**config.mk**
```make
export PLATFORM = sky130hd
export DESIGN_NAME = jtag_debug_port_access
export DESIGN_NICKNAME = d
export VERILOG_FILES = /design/src/jtag_dbg_pkg.sv /design/src/jtag_debug_port_access.sv /design/src/sync_2ff.sv /design/src/tap_controller.sv
export SDC_FILE = /design/constraint.sdc
export NUM_CORES = 1
export LEC_CHECK = 0
export BUFFER_PORTS_ARGS = -buffer_cell sky130_fd_sc_hd__buf_2
export CAP_MARGIN = 5
export CORE_MARGIN = 2
export CORE_UTILIZATION = 57
export DETAILED_ROUTE_END_ITERATION = 7
export GPL_ROUTABILITY_DRIVEN = 0
export PLACE_DENSITY = 0.8
export SLEW_MARGIN = 20
export SYNTH_ARGS = -nofsm -noshare
export SYNTH_HDL_FRONTEND = slang
export SYNTH_SLANG_ARGS = --single-unit
```
**constraint.sdc**
```tcl
create_clock -name sys_clk_in -period 7.5 [get_ports sys_clk_in]
set_input_delay 1.5 -clock sys_clk_in [delete_from_list [all_inputs] [get_ports sys_clk_in]]
set_output_delay 1.5 -clock sys_clk_in [all_outputs]
set_load 0.01 [all_outputs]
```
**src/jtag_dbg_pkg.sv**
```systemverilog
/*
  Shared constants and types for the debug access port: register map,
  field positions, port-select encodings, instruction codes and the
  test-controller state type.
  Assumes a 32-bit AHB-Lite register bus and a 4-bit instruction register.
*/
`default_nettype none
package jtag_dbg_pkg;
  // register byte offsets
  localparam logic [7:0] ADDR_CONFIG = 8'h00;
  localparam logic [7:0] ADDR_STATUS = 8'h04;
  localparam logic [7:0] ADDR_RX = 8'h08;
  localparam logic [7:0] ADDR_TX = 8'h0C;
  // field positions
  localparam int CFG_PSEL_LSB = 0;
  localparam int ST_TAP_LSB = 0;
  localparam int ST_SWD_BIT = 4;
  localparam int ST_RXF_BIT = 5;
  localparam int ST_TXF_BIT = 6;
  localparam int ST_RSTPIN_BIT = 7;
  // debug_port_select encodings, held in the config latches
  localparam logic [1:0] PSEL_JTAG4 = 2'h0;
  localparam logic [1:0] PSEL_JTAG5 = 2'h1;
  localparam logic [1:0] PSEL_SWD = 2'h2;
  localparam logic [1:0] PSEL_OFF = 2'h3;
  // instructions
  localparam int IR_W = 4;
  localparam logic [3:0] IR_CAPTURE = 4'h1;
  localparam logic [3:0] IR_IDCODE = 4'h1;
  localparam logic [3:0] IR_WRITE = 4'h2;
  localparam logic [3:0] IR_READ = 4'h3;
  localparam logic [3:0] IR_RESET = 4'h4;
  localparam logic [3:0] IR_BYPASS = 4'hF;
  // identity value is arbitrary
  localparam logic [31:0] ID_CODE = 32'h1234_5671;
  // sequence on the mode-select line that leaves the serial-wire mode
  localparam logic [15:0] SWD_JTAG_SEQ = 16'hE73C;
  localparam logic [2:0] TLR_ONES = 3'h5;
  localparam logic [31:0] ZERO_WORD = 32'h0000_0000;

  typedef struct packed {
    logic tck;
    logic tms;
    logic tdi;
    logic trst_n;
  } tap_pins_t;

  typedef enum logic [3:0] {
    TLR = 4'h0, RTI = 4'h1, SEL_DR = 4'h3, CAP_DR = 4'h2,
    SH_DR = 4'h6, EX1_DR = 4'h7, UPD_DR = 4'h5, PAU_DR = 4'h4,
    EX2_DR = 4'hC, SEL_IR = 4'hD, CAP_IR = 4'hF, SH_IR = 4'hE,
    EX1_IR = 4'hA, UPD_IR = 4'hB, PAU_IR = 4'h9, EX2_IR = 4'h8
  } tap_state_t;
endpackage
`default_nettype wire

```
**src/jtag_debug_port_access.sv**
```systemverilog
/*
  Debug and programming access port: pin synchronisers, test controller,
  instruction and data scan, mailbox words to and from software, device
  reset request and port-select configuration behind an AHB-Lite slave.
  Assumes the test clock is at most a third of sys_clk_in so each of its
  levels is seen for at least one cycle after synchronisation.
*/
// Behaviour
// - Standard boundary-scan test controller with instruction and data scan.
// - Four pins normally; test reset pin acts only when enabled.
// - Port enabled from reset; ports-disabled setting frees pins as GPIO.
// - Default is 4-wire mode, reset pin off, mode-select input only.
// - Serial-wire mode once selected, switch sequence enters 4-wire scan mode.
// - Reset instruction resets device unless port-select says disabled.
// - Shared pin is reset only when no dedicated reset pin exists.
`timescale 1ns/1ps
`default_nettype none
module jtag_debug_port_access
  import jtag_dbg_pkg::*;
(
  input wire logic sys_clk_in,
  input wire logic reset_in,
  input wire logic hsel_in,
  input wire logic [31:0] haddr_in,
  input wire logic [1:0] htrans_in,
  input wire logic hwrite_in,
  input wire logic [2:0] hsize_in,
  input wire logic [31:0] hwdata_in,
  input wire logic hready_in,
  output logic [31:0] hrdata_out,
  output logic hreadyout_out,
  output logic hresp_out,
  input wire logic tck_in,
  input wire logic tms_in,
  input wire logic tdi_in,
  input wire logic trst_n_in,
  output logic tdo_out,
  output logic tdo_oe_out,
  output logic tms_out,
  output logic tms_oe_out,
  input wire logic dedicated_reset_pin_in,
  output logic shared_pin_is_reset_out,
  output logic pins_as_gpio_out,
  output logic sys_reset_req_out
);
  tap_pins_t pin_raw;
  tap_pins_t pin_s;
  tap_state_t tap_state;
  logic tck_prev_ff;
  logic tck_rise;
  logic tck_fall;
  logic port_live;
  logic jtag_rise;
  logic jtag_fall;
  logic trst_en;
  logic tap_reset;
  logic [1:0] psel_ff;
  logic cfg_touched_ff;
  logic swd_active_ff;
  logic [15:0] swd_seq_ff;
  logic [15:0] nxt_swd_seq;
  logic [3:0] ir_shift_ff;
  logic [3:0] ir_ff;
  logic [31:0] dr_ff;
  logic long_dr;
  logic tdo_ff;
  logic tdo_oe_ff;
  logic [31:0] rx_data_ff;
  logic [31:0] tx_data_ff;
  logic rx_full_ff;
  logic tx_full_ff;
  logic rx_set;
  logic tx_take;
  logic rd_rx;
  logic tx_write;
  logic cfg_write;
  logic ahb_go;
  logic wr_pend_ff;
  logic [7:0] wr_addr_ff;
  logic [31:0] hrdata_ff;
  logic [31:0] status_word;
  logic sys_reset_req_ff;
  logic strap_done_ff;
  logic has_rst_pin_ff;
  logic shared_pin_reset_ff;

  // pins cross into the system clock before any logic sees them
  assign pin_raw = '{tck: tck_in, tms: tms_in, tdi: tdi_in, trst_n: trst_n_in};

  sync_2ff #(.W($bits(tap_pins_t))) u_pin_sync (
    .clk_in(sys_clk_in),
    .rst_in(reset_in),
    .d_in(pin_raw),
    .q_out(pin_s)
  );

  always_ff @(posedge sys_clk_in or posedge reset_in) begin
    if (reset_in) begin
      tck_prev_ff <= 1'b0;
    end else begin
      tck_prev_ff <= pin_s.tck;
    end
  end

  assign tck_rise = pin_s.tck & ~tck_prev_ff;
  assign tck_fall = ~pin_s.tck & tck_prev_ff;
  // the ports-disabled setting releases the pins
  assign port_live = (psel_ff != PSEL_OFF);
  assign pins_as_gpio_out = ~port_live;
  assign jtag_rise = tck_rise & port_live & ~swd_active_ff;
  assign jtag_fall = tck_fall & port_live & ~swd_active_ff;
  // test reset pin counts only in five-pin mode
  assign trst_en = (psel_ff == PSEL_JTAG5);
  assign tap_reset = (trst_en & ~pin_s.trst_n) | ~port_live | swd_active_ff;

  // controller also reset by mode-select held high
  tap_controller u_tap (
    .clk_in(sys_clk_in),
    .rst_in(reset_in),
    .tck_rise_in(jtag_rise),
    .tms_in(pin_s.tms),
    .tap_reset_in(tap_reset),
    .state_out(tap_state)
  );

  // unprogrammed default: 4-wire scan, reset pin off
  always_ff @(posedge sys_clk_in or posedge reset_in) begin
    if (reset_in) begin
      psel_ff <= PSEL_JTAG4;
      cfg_touched_ff <= 1'b0;
    end else if (cfg_write) begin
      psel_ff <= hwdata_in[CFG_PSEL_LSB +: 2];
      cfg_touched_ff <= 1'b1;
    end
  end

  // serial-wire acquisition until the switch sequence is seen
  assign nxt_swd_seq = {swd_seq_ff[14:0], pin_s.tms};
  always_ff @(posedge sys_clk_in or posedge reset_in) begin
    if (reset_in) begin
      swd_active_ff <= 1'b0;
      swd_seq_ff <= 16'h0000;
    end else if (cfg_write) begin
      swd_active_ff <= (hwdata_in[CFG_PSEL_LSB +: 2] == PSEL_SWD);
      swd_seq_ff <= 16'h0000;
    end else if (swd_active_ff && tck_rise) begin
      swd_seq_ff <= nxt_swd_seq;
      if (nxt_swd_seq == SWD_JTAG_SEQ) begin
        swd_active_ff <= 1'b0;
      end
    end
  end

  // no serial-wire responder here; the line is only ever an input
  assign tms_out = 1'b0;
  assign tms_oe_out = 1'b0;

  // instruction register capture, shift and update
  always_ff @(posedge sys_clk_in or posedge reset_in) begin
    if (reset_in) begin
      ir_shift_ff <= IR_CAPTURE;
      ir_ff <= IR_IDCODE;
    end else if (tap_reset || tap_state == TLR) begin
      // test-logic-reset restores the identity instruction too
      ir_ff <= IR_IDCODE;
    end else if (jtag_rise && tap_state == CAP_IR) begin
      ir_shift_ff <= IR_CAPTURE;
    end else if (jtag_rise && tap_state == SH_IR) begin
      ir_shift_ff <= {pin_s.tdi, ir_shift_ff[IR_W-1:1]};
    end else if (jtag_fall && tap_state == UPD_IR) begin
      ir_ff <= ir_shift_ff;
    end
  end

  assign long_dr = (ir_ff == IR_IDCODE) | (ir_ff == IR_WRITE) | (ir_ff == IR_READ);

  // data register; bypass and reset select one bit
  always_ff @(posedge sys_clk_in or posedge reset_in) begin
    if (reset_in) begin
      dr_ff <= ZERO_WORD;
    end else if (jtag_rise && tap_state == CAP_DR) begin
      case (ir_ff)
        IR_IDCODE: dr_ff <= ID_CODE;
        IR_READ: dr_ff <= tx_data_ff;
        default: dr_ff <= ZERO_WORD;
      endcase
    end else if (jtag_rise && tap_state == SH_DR) begin
      if (long_dr) begin
        dr_ff <= {pin_s.tdi, dr_ff[31:1]};
      end else begin
        dr_ff[0] <= pin_s.tdi;
      end
    end
  end

  // reading the outgoing word at capture frees it for software
  assign tx_take = jtag_rise & (tap_state == CAP_DR) & (ir_ff == IR_READ);
  assign rx_set = jtag_fall & (tap_state == UPD_DR) & (ir_ff == IR_WRITE);

  // output changes on the falling edge so the host samples it settled
  always_ff @(posedge sys_clk_in or posedge reset_in) begin
    if (reset_in) begin
      tdo_ff <= 1'b0;
      tdo_oe_ff <= 1'b0;
    end else if (!port_live || swd_active_ff) begin
      tdo_oe_ff <= 1'b0;
    end else if (jtag_fall) begin
      tdo_ff <= (tap_state == SH_IR) ? ir_shift_ff[0] : dr_ff[0];
      tdo_oe_ff <= (tap_state == SH_IR) | (tap_state == SH_DR);
    end
  end

  assign tdo_out = tdo_ff;
  assign tdo_oe_out = tdo_oe_ff;

  // device reset only while ports are not disabled
  always_ff @(posedge sys_clk_in or posedge reset_in) begin
    if (reset_in) begin
      sys_reset_req_ff <= 1'b0;
    end else begin
      sys_reset_req_ff <= jtag_fall & (tap_state == UPD_DR) & (ir_ff == IR_RESET)
                          & dr_ff[0] & (psel_ff != PSEL_OFF);
    end
  end

  assign sys_reset_req_out = sys_reset_req_ff;

  // mailbox words; a set wins over a clear (rx: hardware set, tx: software set)
  always_ff @(posedge sys_clk_in or posedge reset_in) begin
    if (reset_in) begin
      rx_data_ff <= ZERO_WORD;
      rx_full_ff <= 1'b0;
    end else if (rx_set) begin
      rx_data_ff <= dr_ff;
      rx_full_ff <= 1'b1;
    end else if (rd_rx) begin
      rx_full_ff <= 1'b0;
    end
  end

  always_ff @(posedge sys_clk_in or posedge reset_in) begin
    if (reset_in) begin
      tx_data_ff <= ZERO_WORD;
      tx_full_ff <= 1'b0;
    end else if (tx_write) begin
      tx_data_ff <= hwdata_in;
      tx_full_ff <= 1'b1;
    end else if (tx_take) begin
      tx_full_ff <= 1'b0;
    end
  end

  // shared pin function caught once after reset release
  always_ff @(posedge sys_clk_in or posedge reset_in) begin
    if (reset_in) begin
      strap_done_ff <= 1'b0;
      has_rst_pin_ff <= 1'b0;
      shared_pin_reset_ff <= 1'b0;
    end else if (!strap_done_ff) begin
      strap_done_ff <= 1'b1;
      has_rst_pin_ff <= dedicated_reset_pin_in;
      shared_pin_reset_ff <= ~dedicated_reset_pin_in;
    end
  end

  assign shared_pin_is_reset_out = shared_pin_reset_ff;

  // zero-wait slave: address phase decoded, write completes in data phase
  assign ahb_go = hsel_in & hready_in & htrans_in[1];
  assign cfg_write = wr_pend_ff & (wr_addr_ff == ADDR_CONFIG);
  assign tx_write = wr_pend_ff & (wr_addr_ff == ADDR_TX);
  assign rd_rx = ahb_go & ~hwrite_in & (haddr_in[7:0] == ADDR_RX);

  always_ff @(posedge sys_clk_in or posedge reset_in) begin
    if (reset_in) begin
      wr_pend_ff <= 1'b0;
      wr_addr_ff <= ADDR_CONFIG;
    end else begin
      wr_pend_ff <= ahb_go & hwrite_in;
      wr_addr_ff <= haddr_in[7:0];
    end
  end

  always_comb begin
    status_word = ZERO_WORD;
    status_word[ST_TAP_LSB +: 4] = tap_state;
    status_word[ST_SWD_BIT] = swd_active_ff;
    status_word[ST_RXF_BIT] = rx_full_ff;
    status_word[ST_TXF_BIT] = tx_full_ff;
    status_word[ST_RSTPIN_BIT] = has_rst_pin_ff;
  end

  always_ff @(posedge sys_clk_in or posedge reset_in) begin
    if (reset_in) begin
      hrdata_ff <= ZERO_WORD;
    end else if (ahb_go && !hwrite_in) begin
      case (haddr_in[7:0])
        ADDR_CONFIG: hrdata_ff <= {ZERO_WORD[31:2], psel_ff};
        ADDR_STATUS: hrdata_ff <= status_word;
        ADDR_RX: hrdata_ff <= rx_data_ff;
        ADDR_TX: hrdata_ff <= tx_data_ff;
        default: hrdata_ff <= ZERO_WORD;
      endcase
    end
  end

  assign hrdata_out = hrdata_ff;
  assign hreadyout_out = 1'b1;
  assign hresp_out = 1'b0;
endmodule // jtag_debug_port_access
`default_nettype wire

```
**src/sync_2ff.sv**
```systemverilog
/*
  Two-flop synchroniser for a group of pin levels.
  Assumes the inputs are slow levels relative to the sampling clock.
*/
`timescale 1ns/1ps
`default_nettype none
module sync_2ff #(
  parameter int W = 4
) (
  input wire logic clk_in,
  input wire logic rst_in,
  input wire logic [W-1:0] d_in,
  output logic [W-1:0] q_out
);
  logic [W-1:0] meta_ff;
  logic [W-1:0] q_ff;

  // first stage feeds only the second stage
  always_ff @(posedge clk_in or posedge rst_in) begin
    if (rst_in) begin
      meta_ff <= '0;
      q_ff <= '0;
    end else begin
      meta_ff <= d_in;
      q_ff <= meta_ff;
    end
  end

  assign q_out = q_ff;
endmodule // sync_2ff
`default_nettype wire

```
**src/tap_controller.sv**
```systemverilog
/*
  Sixteen-state test access controller, stepped by a one-cycle pulse
  marking each rising test-clock edge.
  Assumes tck_rise_in and tms_in are already in the system clock domain.
*/
`timescale 1ns/1ps
`default_nettype none
module tap_controller
  import jtag_dbg_pkg::*;
(
  input wire logic clk_in,
  input wire logic rst_in,
  input wire logic tck_rise_in,
  input wire logic tms_in,
  input wire logic tap_reset_in,
  output tap_state_t state_out
);
  tap_state_t state_ff;
  tap_state_t nxt_state;
  logic [2:0] ones_ff;

  always_comb begin
    nxt_state = state_ff;
    case (state_ff)
      TLR: nxt_state = tms_in ? TLR : RTI;
      RTI: nxt_state = tms_in ? SEL_DR : RTI;
      SEL_DR: nxt_state = tms_in ? SEL_IR : CAP_DR;
      CAP_DR: nxt_state = tms_in ? EX1_DR : SH_DR;
      SH_DR: nxt_state = tms_in ? EX1_DR : SH_DR;
      EX1_DR: nxt_state = tms_in ? UPD_DR : PAU_DR;
      PAU_DR: nxt_state = tms_in ? EX2_DR : PAU_DR;
      EX2_DR: nxt_state = tms_in ? UPD_DR : SH_DR;
      UPD_DR: nxt_state = tms_in ? SEL_DR : RTI;
      SEL_IR: nxt_state = tms_in ? TLR : CAP_IR;
      CAP_IR: nxt_state = tms_in ? EX1_IR : SH_IR;
      SH_IR: nxt_state = tms_in ? EX1_IR : SH_IR;
      EX1_IR: nxt_state = tms_in ? UPD_IR : PAU_IR;
      PAU_IR: nxt_state = tms_in ? EX2_IR : PAU_IR;
      EX2_IR: nxt_state = tms_in ? UPD_IR : SH_IR;
      UPD_IR: nxt_state = tms_in ? SEL_DR : RTI;
      default: nxt_state = TLR;
    endcase
  end

  always_ff @(posedge clk_in or posedge rst_in) begin
    if (rst_in) begin
      state_ff <= TLR;
    end else if (tap_reset_in) begin
      state_ff <= TLR;
    end else if (tck_rise_in) begin
      state_ff <= nxt_state;
    end
  end

  // helper: consecutive high mode-select samples, saturating
  always_ff @(posedge clk_in or posedge rst_in) begin
    if (rst_in) begin
      ones_ff <= 3'h0;
    end else if (tck_rise_in && !tap_reset_in) begin
      if (!tms_in) begin
        ones_ff <= 3'h0;
      end else if (ones_ff != TLR_ONES) begin
        ones_ff <= ones_ff + 3'h1;
      end
    end
  end

  assign state_out = state_ff;
endmodule // tap_controller
`default_nettype wire

```
======== Yosys cells after proc, flatten, opt, wreduce, memory -nomap -nowiden ========
Index checks and enable logic that the tools add are counted.
operators by class
  shift operators ......................... 0
  $mul .................................... 0
  equality and inequality tests ........... 29
  div/mod/pow operators ................... 0
  muxes and demuxes ....................... 39
  magnitude comparators ................... 0
  bitwise logic cells ..................... 35
  reductions and logical operators ........ 32
  add/subtract/negate cells ............... 0
operators by type and width
  kind                                           number
  case mux 32 bit (4 select lines)               1
  2-to-1 mux 32 bit                              2
  case mux 32 bit (2 select lines)               1
  case mux 4 bit (12 select lines)               1
  2-to-1 mux 4 bit                               11
  == test 4 bit, second input constant           8
  2-to-1 mux 31 bit                              1
  2-to-1 mux 15 bit                              2
  == test 8 x 4 -> 1 bit, second input constant  3
  bitwise AND 1 bit                              21
  == test 4 x 3 -> 1 bit, second input constant  5
  nonzero test 2 bit                             10
  == test 16 bit, second input constant          1
  == test 4 x 2 -> 1 bit, second input constant  4
  logical NOT 8 bit                              2
  2-to-1 mux 1 bit                               15
  inverter 1 bit                                 9
  == test 4 x 1 -> 1 bit, second input constant  2
  == test 8 x 3 -> 1 bit, second input constant  1
  AND reduction 2 bit                            4
  logical AND 1 bit                              7
  2-to-1 mux 2 bit                               3
  2-to-1 mux 3 bit                               2
  != test 2 bit, second input constant           3
  9 further kinds                                16
storage, ports and cells
  memory bits (read-only) ................. 0
  logic and storage cells ................. 159
  bits in latches ......................... 0
  RAM bits ................................ 0
  flip-flop bits (word level) ............. 184
  output and inout bits ................... 41
  memories ................................ 0

======== Longest topological paths before layout ========
  depth in word-level cells ............... 9
  gate-level depth with buffers ........... 8

======== Modules after synthesis ========
Synthesis repeated with hierarchy kept, for this count alone.
second synthesis, totals
  cell total of the unflattened synthesis .. 670
  area total of the unflattened synthesis .. 7,980.2 um^2
by module, submodules not included
  module                  area an instance (um^2)  cells an instance  instances
  jtag_debug_port_access  7,374.6                  614                1
  tap_controller          401.6                    47                 1
  sync_2ff                203.9                    9                  1

======== Least setup slack after synthesis ========
Ideal clock, no wire load.
  kind .................................... in2reg
  from .................................... in haddr_in[2]
  to ...................................... reg hrdata_ff[10], in the netlist hrdata_out[10]
  stages .................................. 8
  slack ................................... 4.693 ns
  arrival time ............................ 2.724 ns
  library setup time ...................... 0.083 ns
  path through ............................ buf_2 -> nor2b_1 -> clkbuf_1 -> and3_1 -> clkbuf_1 -> buf_2 -> a22oi_1 -> o21ai_0
between the ends
  word-level cells in the longest chain between the ends .. 2
ends and longest elaborated chain
  element                                         RTL line                       text
  start: declaration                              jtag_debug_port_access.sv:24   input wire logic [31:0] haddr_in,
  == test 8 x 4 -> 1 bit (tied with other cells)  jtag_debug_port_access.sv:297  case (haddr_in[7:0])
  case mux 32 bit (4 select lines) (*)            jtag_debug_port_access.sv:297
  end signal: assignment                          jtag_debug_port_access.sv:298  ADDR_CONFIG: hrdata_ff <= {ZERO_WORD[31:2], psel_ff};
  end signal: assignment                          jtag_debug_port_access.sv:299  ADDR_STATUS: hrdata_ff <= status_word;
  end signal: assignment                          jtag_debug_port_access.sv:300  ADDR_RX: hrdata_ff <= rx_data_ff;
  end: declaration                                jtag_debug_port_access.sv:80   logic [31:0] hrdata_ff;
Mark *: on every way between the ends. The rest lies on a longest branch, timed or not.
A chain may end at the register's enable or synchronous reset.

======== Worst setup path in the final report ========
  from .................................... in haddr_in[3]
  to ...................................... reg hrdata_ff[31], in the netlist hrdata_out[31]
The elaborated chain is that of the path after synthesis.

==> results <==
- In this run the tightest slew margin relative to its limit is 0.2681.
- At the placement stage, the worst setup path has a slack of 3.619 ns.
- The total number of vias is 5575.
- The remaining routing DRC violations is 0.
- The flow ran to the end, and the final reports show no timing, DRC or antenna violations.
- The clock tree from TritonCTS is yes.
- Adding up every negative setup slack in the final design gives 0 ns.
- The commonest cells after synthesis are sky130_fd_sc_hd__dfrtp_1 (182), sky130_fd_sc_hd__mux2_2 (99), sky130_fd_sc_hd__nand2_1 (75), sky130_fd_sc_hd__o21ai_0 (39), sky130_fd_sc_hd__a22oi_1 (31).
- The initial antenna violation count is 0.
- The initialized floorplan defines 43 standard-cell rows.
- The slew of the pin with the lowest slew margin is around 1.1 ns.
- In the global route stage, met3 resource usage came out at 0.05390.
- Once detail routing completed, the nets flagged for antenna violations numbered 0.
- The clock tree buffer depth is 2.
- The fraction of post-synthesis cell area in the top cell type by area is 0.5674.
- Setup repair after global routing left no endpoint under its margin.
- The mean cell area of the mapped netlist is 12.27 um2.
- After routing the design area is 9140 um2.
- The placed instances occupy a cell area of 8497 um2.
- The worst hold path terminates at u_pin_sync.q_out[2]$_DFF_PP0_.
- The part of the cycle the worst path needs is 0.4693.
- The total number of yosys warnings is 0.
- The layer flagged by global routing as most heavily used is met2.
- The synthesis-to-finish area growth is 13.87%.
- The total wire length after detailed routing is 17380 um.
- The height of the chip is 122.7 um.
- The clock-pin slew on the worst setup and hold paths is 0.06 ns.
- The met1 layer usage reported by global route is 0.3380.
- The H-tree was split into 4 levels.
- The number of storage elements in the synthesis netlist is 184.
- For met2 alone, demand over resource in global routing was 0.3933.
- TritonCTS created 17 clock buffers.
- The fraction of registers with async set/reset is 1.000.
- Walking the worst path, the cells encountered are buf_2, nor2b_1, and3_1, a22oi_1, o21ai_0.
- The final max-slew violation count is 0.
- The maximum VDD drop is 0.1722 mV.
- Setup violations remaining at the end of the flow were counted as 0.
- The startpoint identified for the worst hold timing path is u_pin_sync.meta_ff[2]$_DFF_PP0_.
- Summed over all nets, the half-perimeter wirelength after detailed placement is 10840 um.
- Data on the critical path arrives at its endpoint at around 3.9 ns.
- After clock tree synthesis, the repair step resized 0 gates.
- The prevailing post-synth register cell is sky130_fd_sc_hd__dfrtp_1.
- The share of final-layout standard cells stronger than drive strength 1 is 0.3238.
- The die covers 15050 um2.
- The clock latency on the worst-skew pair is 0.42 ns.
- The filler cell count in the final layout is roughly 960.
- The starting density of the core is 0.5805.
- The buffers plus inverters on the worst setup path is 1.
- The kind of launch point of the worst setup path is a primary input.
- The most instantiated library cell after synthesis is sky130_fd_sc_hd__dfrtp_1.
- The delay of the slowest cell on the worst path is 0.98 ns.
- The detailed router finished its first iteration with about 570 violations.
- The dominant cell type by area after synthesis is sky130_fd_sc_hd__dfrtp_1.
- The number of iterations in the first detailed-routing pass is 5.
- The count of max-cap constraint violations is 0.
- The routed wirelength normalized by instance count is roughly 19 um.
- The width of the die is about 120 um.
- Buffers added to address setup during post-CTS repair amount to 0.
- The maximum clock skew at final layout is 0.009407 ns.
- In the synthesized netlist, the number of instances is 654.
- The final number of hold-violating endpoints was 0.
- The highest fanout seen on the critical path is 24.
- The worst hold-check path type is reg2reg.
- Counting flops with a built-in enable in the synthesized netlist gives 0.
- The number of global-route vias before repair was 5637.
- Static timing analysis puts the maximum clock frequency at 284.1 MHz.
- The setup slack of the worst register-to-register path is 4.58 ns.
- The first global-routing pass estimated 28510 um of wire.
- The mean number of vias per cell is between 6 and 7.
- In this run the clock root is driven by a sky130_fd_sc_hd__clkbuf_16.
- The worst hold slack is 0.3559 ns.
- The sort of element at the end of the critical path is a register.
- The post-synthesis instance area is approximately 8000 um2.
- The slowest library cell on the worst path is sky130_fd_sc_hd__and3_1.
- The number of clock sinks is 184.
- The net count of the finished layout is 798.
- The total inserted antenna cells is 0.
- For this design the ratio of total power to cell area is about 220 nW/um2.
- The maximum number of pins on one net before global-route repair is 105.
- The final setup slack of the worst path is 3.980 ns.
- The required time reported for the critical path endpoint is 7.83 ns.
- The cell count of the worst hold path is 0.
- The shortest period the worst path allows is about 3.5 ns.
- The cell type group with the largest total delay on the critical path is simple AND/OR/NAND/NOR gates.
- By area the synthesized netlist is led by sky130_fd_sc_hd__dfrtp_1 (57%), sky130_fd_sc_hd__mux2_2 (14%), sky130_fd_sc_hd__nand2_1 (3.5%).
- The overall track demand over capacity in global routing is 0.2468.
- The critical path is of the in2reg type.
- Hold repair after CTS inserted 0 buffers.
- In this run the static leakage power is 0.004363 uW.
- In this run the critical register-to-register path is launched from tck_prev_ff$_DFF_PP0_.
- The logic depth of the worst register-to-register path is 4.
- 120 I/O pins were placed.
- Counting distinct cell types in the post-synthesis netlist gives 54.
- The overflow left after global routing is 0.
- The sequential area share after synthesis is 0.5740.
- The endpoint identified for the worst register-to-register timing path is dr_ff[14]$_DFFE_PP0P_.
- Buffers placed on the I/O ports in this run total 87.
- The placeable core area is 13830 um2.
==> layout make-up <==
class / count / area (um2) / area share
sequential: 184 / 4607 / 0.5040
multi-input combinational: 414 / 3149 / 0.3446
tap: 180 / 225.2 / 0.02464
timing repair buffer: 96 / 520.5 / 0.05695
clock buffer: 25 / 495.5 / 0.05421
clock inverter: 7 / 115.1 / 0.01259
inverter: 6 / 27.53 / 0.003012
==> cell families after synthesis <==
group,synth area share
AOI/OAI and AO/OA,0.1284
DFF,0.5740
buffers and inverters,0.03601
and+or+nand+nor,0.09743
other,0.0009357
muxes,0.1632
==> layout by cell type (no fill, tap or decap), types with 3 or more instances in the layout <==
cell	count
sky130_fd_sc_hd__o21ai_0	39
sky130_fd_sc_hd__nor4_1	4
sky130_fd_sc_hd__a22oi_1	31
sky130_fd_sc_hd__dfrtp_1	182
sky130_fd_sc_hd__a32o_1	19
sky130_fd_sc_hd__nor3_1	3
sky130_fd_sc_hd__mux2_2	99
sky130_fd_sc_hd__a21oi_1	21
sky130_fd_sc_hd__mux2_4	3
sky130_fd_sc_hd__mux2_1	4
sky130_fd_sc_hd__nor2b_1	8
sky130_fd_sc_hd__buf_2	87
sky130_fd_sc_hd__and4_1	5
sky130_fd_sc_hd__clkbuf_8	5
sky130_fd_sc_hd__nand2_1	75
sky130_fd_sc_hd__buf_4	6
sky130_fd_sc_hd__conb_1	5
sky130_fd_sc_hd__a22o_1	14
sky130_fd_sc_hd__a21o_1	5
sky130_fd_sc_hd__nand3b_1	5
sky130_fd_sc_hd__nand2b_1	15
sky130_fd_sc_hd__nor2_1	14
sky130_fd_sc_hd__clkbuf_1	4
sky130_fd_sc_hd__bufinv_16	3
sky130_fd_sc_hd__inv_1	5
sky130_fd_sc_hd__clkbuf_16	17
sky130_fd_sc_hd__mux2i_1	6
sky130_fd_sc_hd__nand3_1	4
==> metal layers <==
metal | wire length, um | vias up
met1 | 7536 | 2858
met4 | 258 | 0
met5 | 0 | -
met3 | 1087 | 24
li1 | - | 2488
met2 | 8497 | 205
==> registers in the layout, summed over array words and instances (netlist names) <==
| register | flops |
|---|---|
| rx_data_ff | 32 |
| ir_ff | 4 |
| ir_shift_ff | 4 |
| tdo_oe_out | 1 |
| u_tap.state_out | 4 |
| swd_seq_ff | 15 |
| has_rst_pin_ff | 1 |
| u_pin_sync.q_out | 4 |
| hrdata_out | 32 |
| dr_ff | 32 |
| u_pin_sync.meta_ff | 4 |
| rx_full_ff | 1 |
| wr_pend_ff | 1 |
| tx_data_ff | 32 |
| tck_prev_ff | 1 |
| tdo_out | 1 |
| shared_pin_is_reset_out | 1 |
| tx_full_ff | 1 |
| psel_ff | 2 |
| sys_reset_req_out | 1 |
| strap_done_ff | 1 |
| wr_addr_ff | 8 |
| swd_active_ff | 1 |
==> report_power, final <==
group          internal [uW]  switching (uW)
sequential              1020            17.9
combinational           25.6            45.4
clock                    559             354
total                   1600             417
==> metrics by stage <==
step | cells | total power, uW | util
3_5_place_dp | 878 | 1123 | 0.6145
5_1_grt | 912 | 2085 | 0.6610
2_1_floorplan | 657 | 1093 | -
6_report | 912 | 2018 | 0.6610
4_1_cts | 910 | 2031 | 0.6587
3_3_place_gp | 878 | 1117 | 0.6145
==> how the worst max path moves through the flow <==
| stage | slack [ns] | endpoint | start | cells after the start |
|---|---|---|---|---|
| 2_1_floorplan | 1.00 | dr_ff[0]$_DFFE_PP0P_ | reset_in | 1 |
| 3_3_place_gp | 3.68 | hrdata_out[31]$_DFFE_PP0P_ | haddr_in[3] | 5 |
| 3_5_place_dp | 3.62 | hrdata_out[31]$_DFFE_PP0P_ | haddr_in[3] | 5 |
| 4_1_cts | 4.05 | hrdata_out[31]$_DFFE_PP0P_ | haddr_in[3] | 5 |
| 5_1_grt | 3.85 | hrdata_out[31]$_DFFE_PP0P_ | haddr_in[3] | 5 |
| 6_report | 3.98 | hrdata_out[31]$_DFFE_PP0P_ | haddr_in[3] | 5 |
No activity file was read; power rests on OpenSTA's default activity.
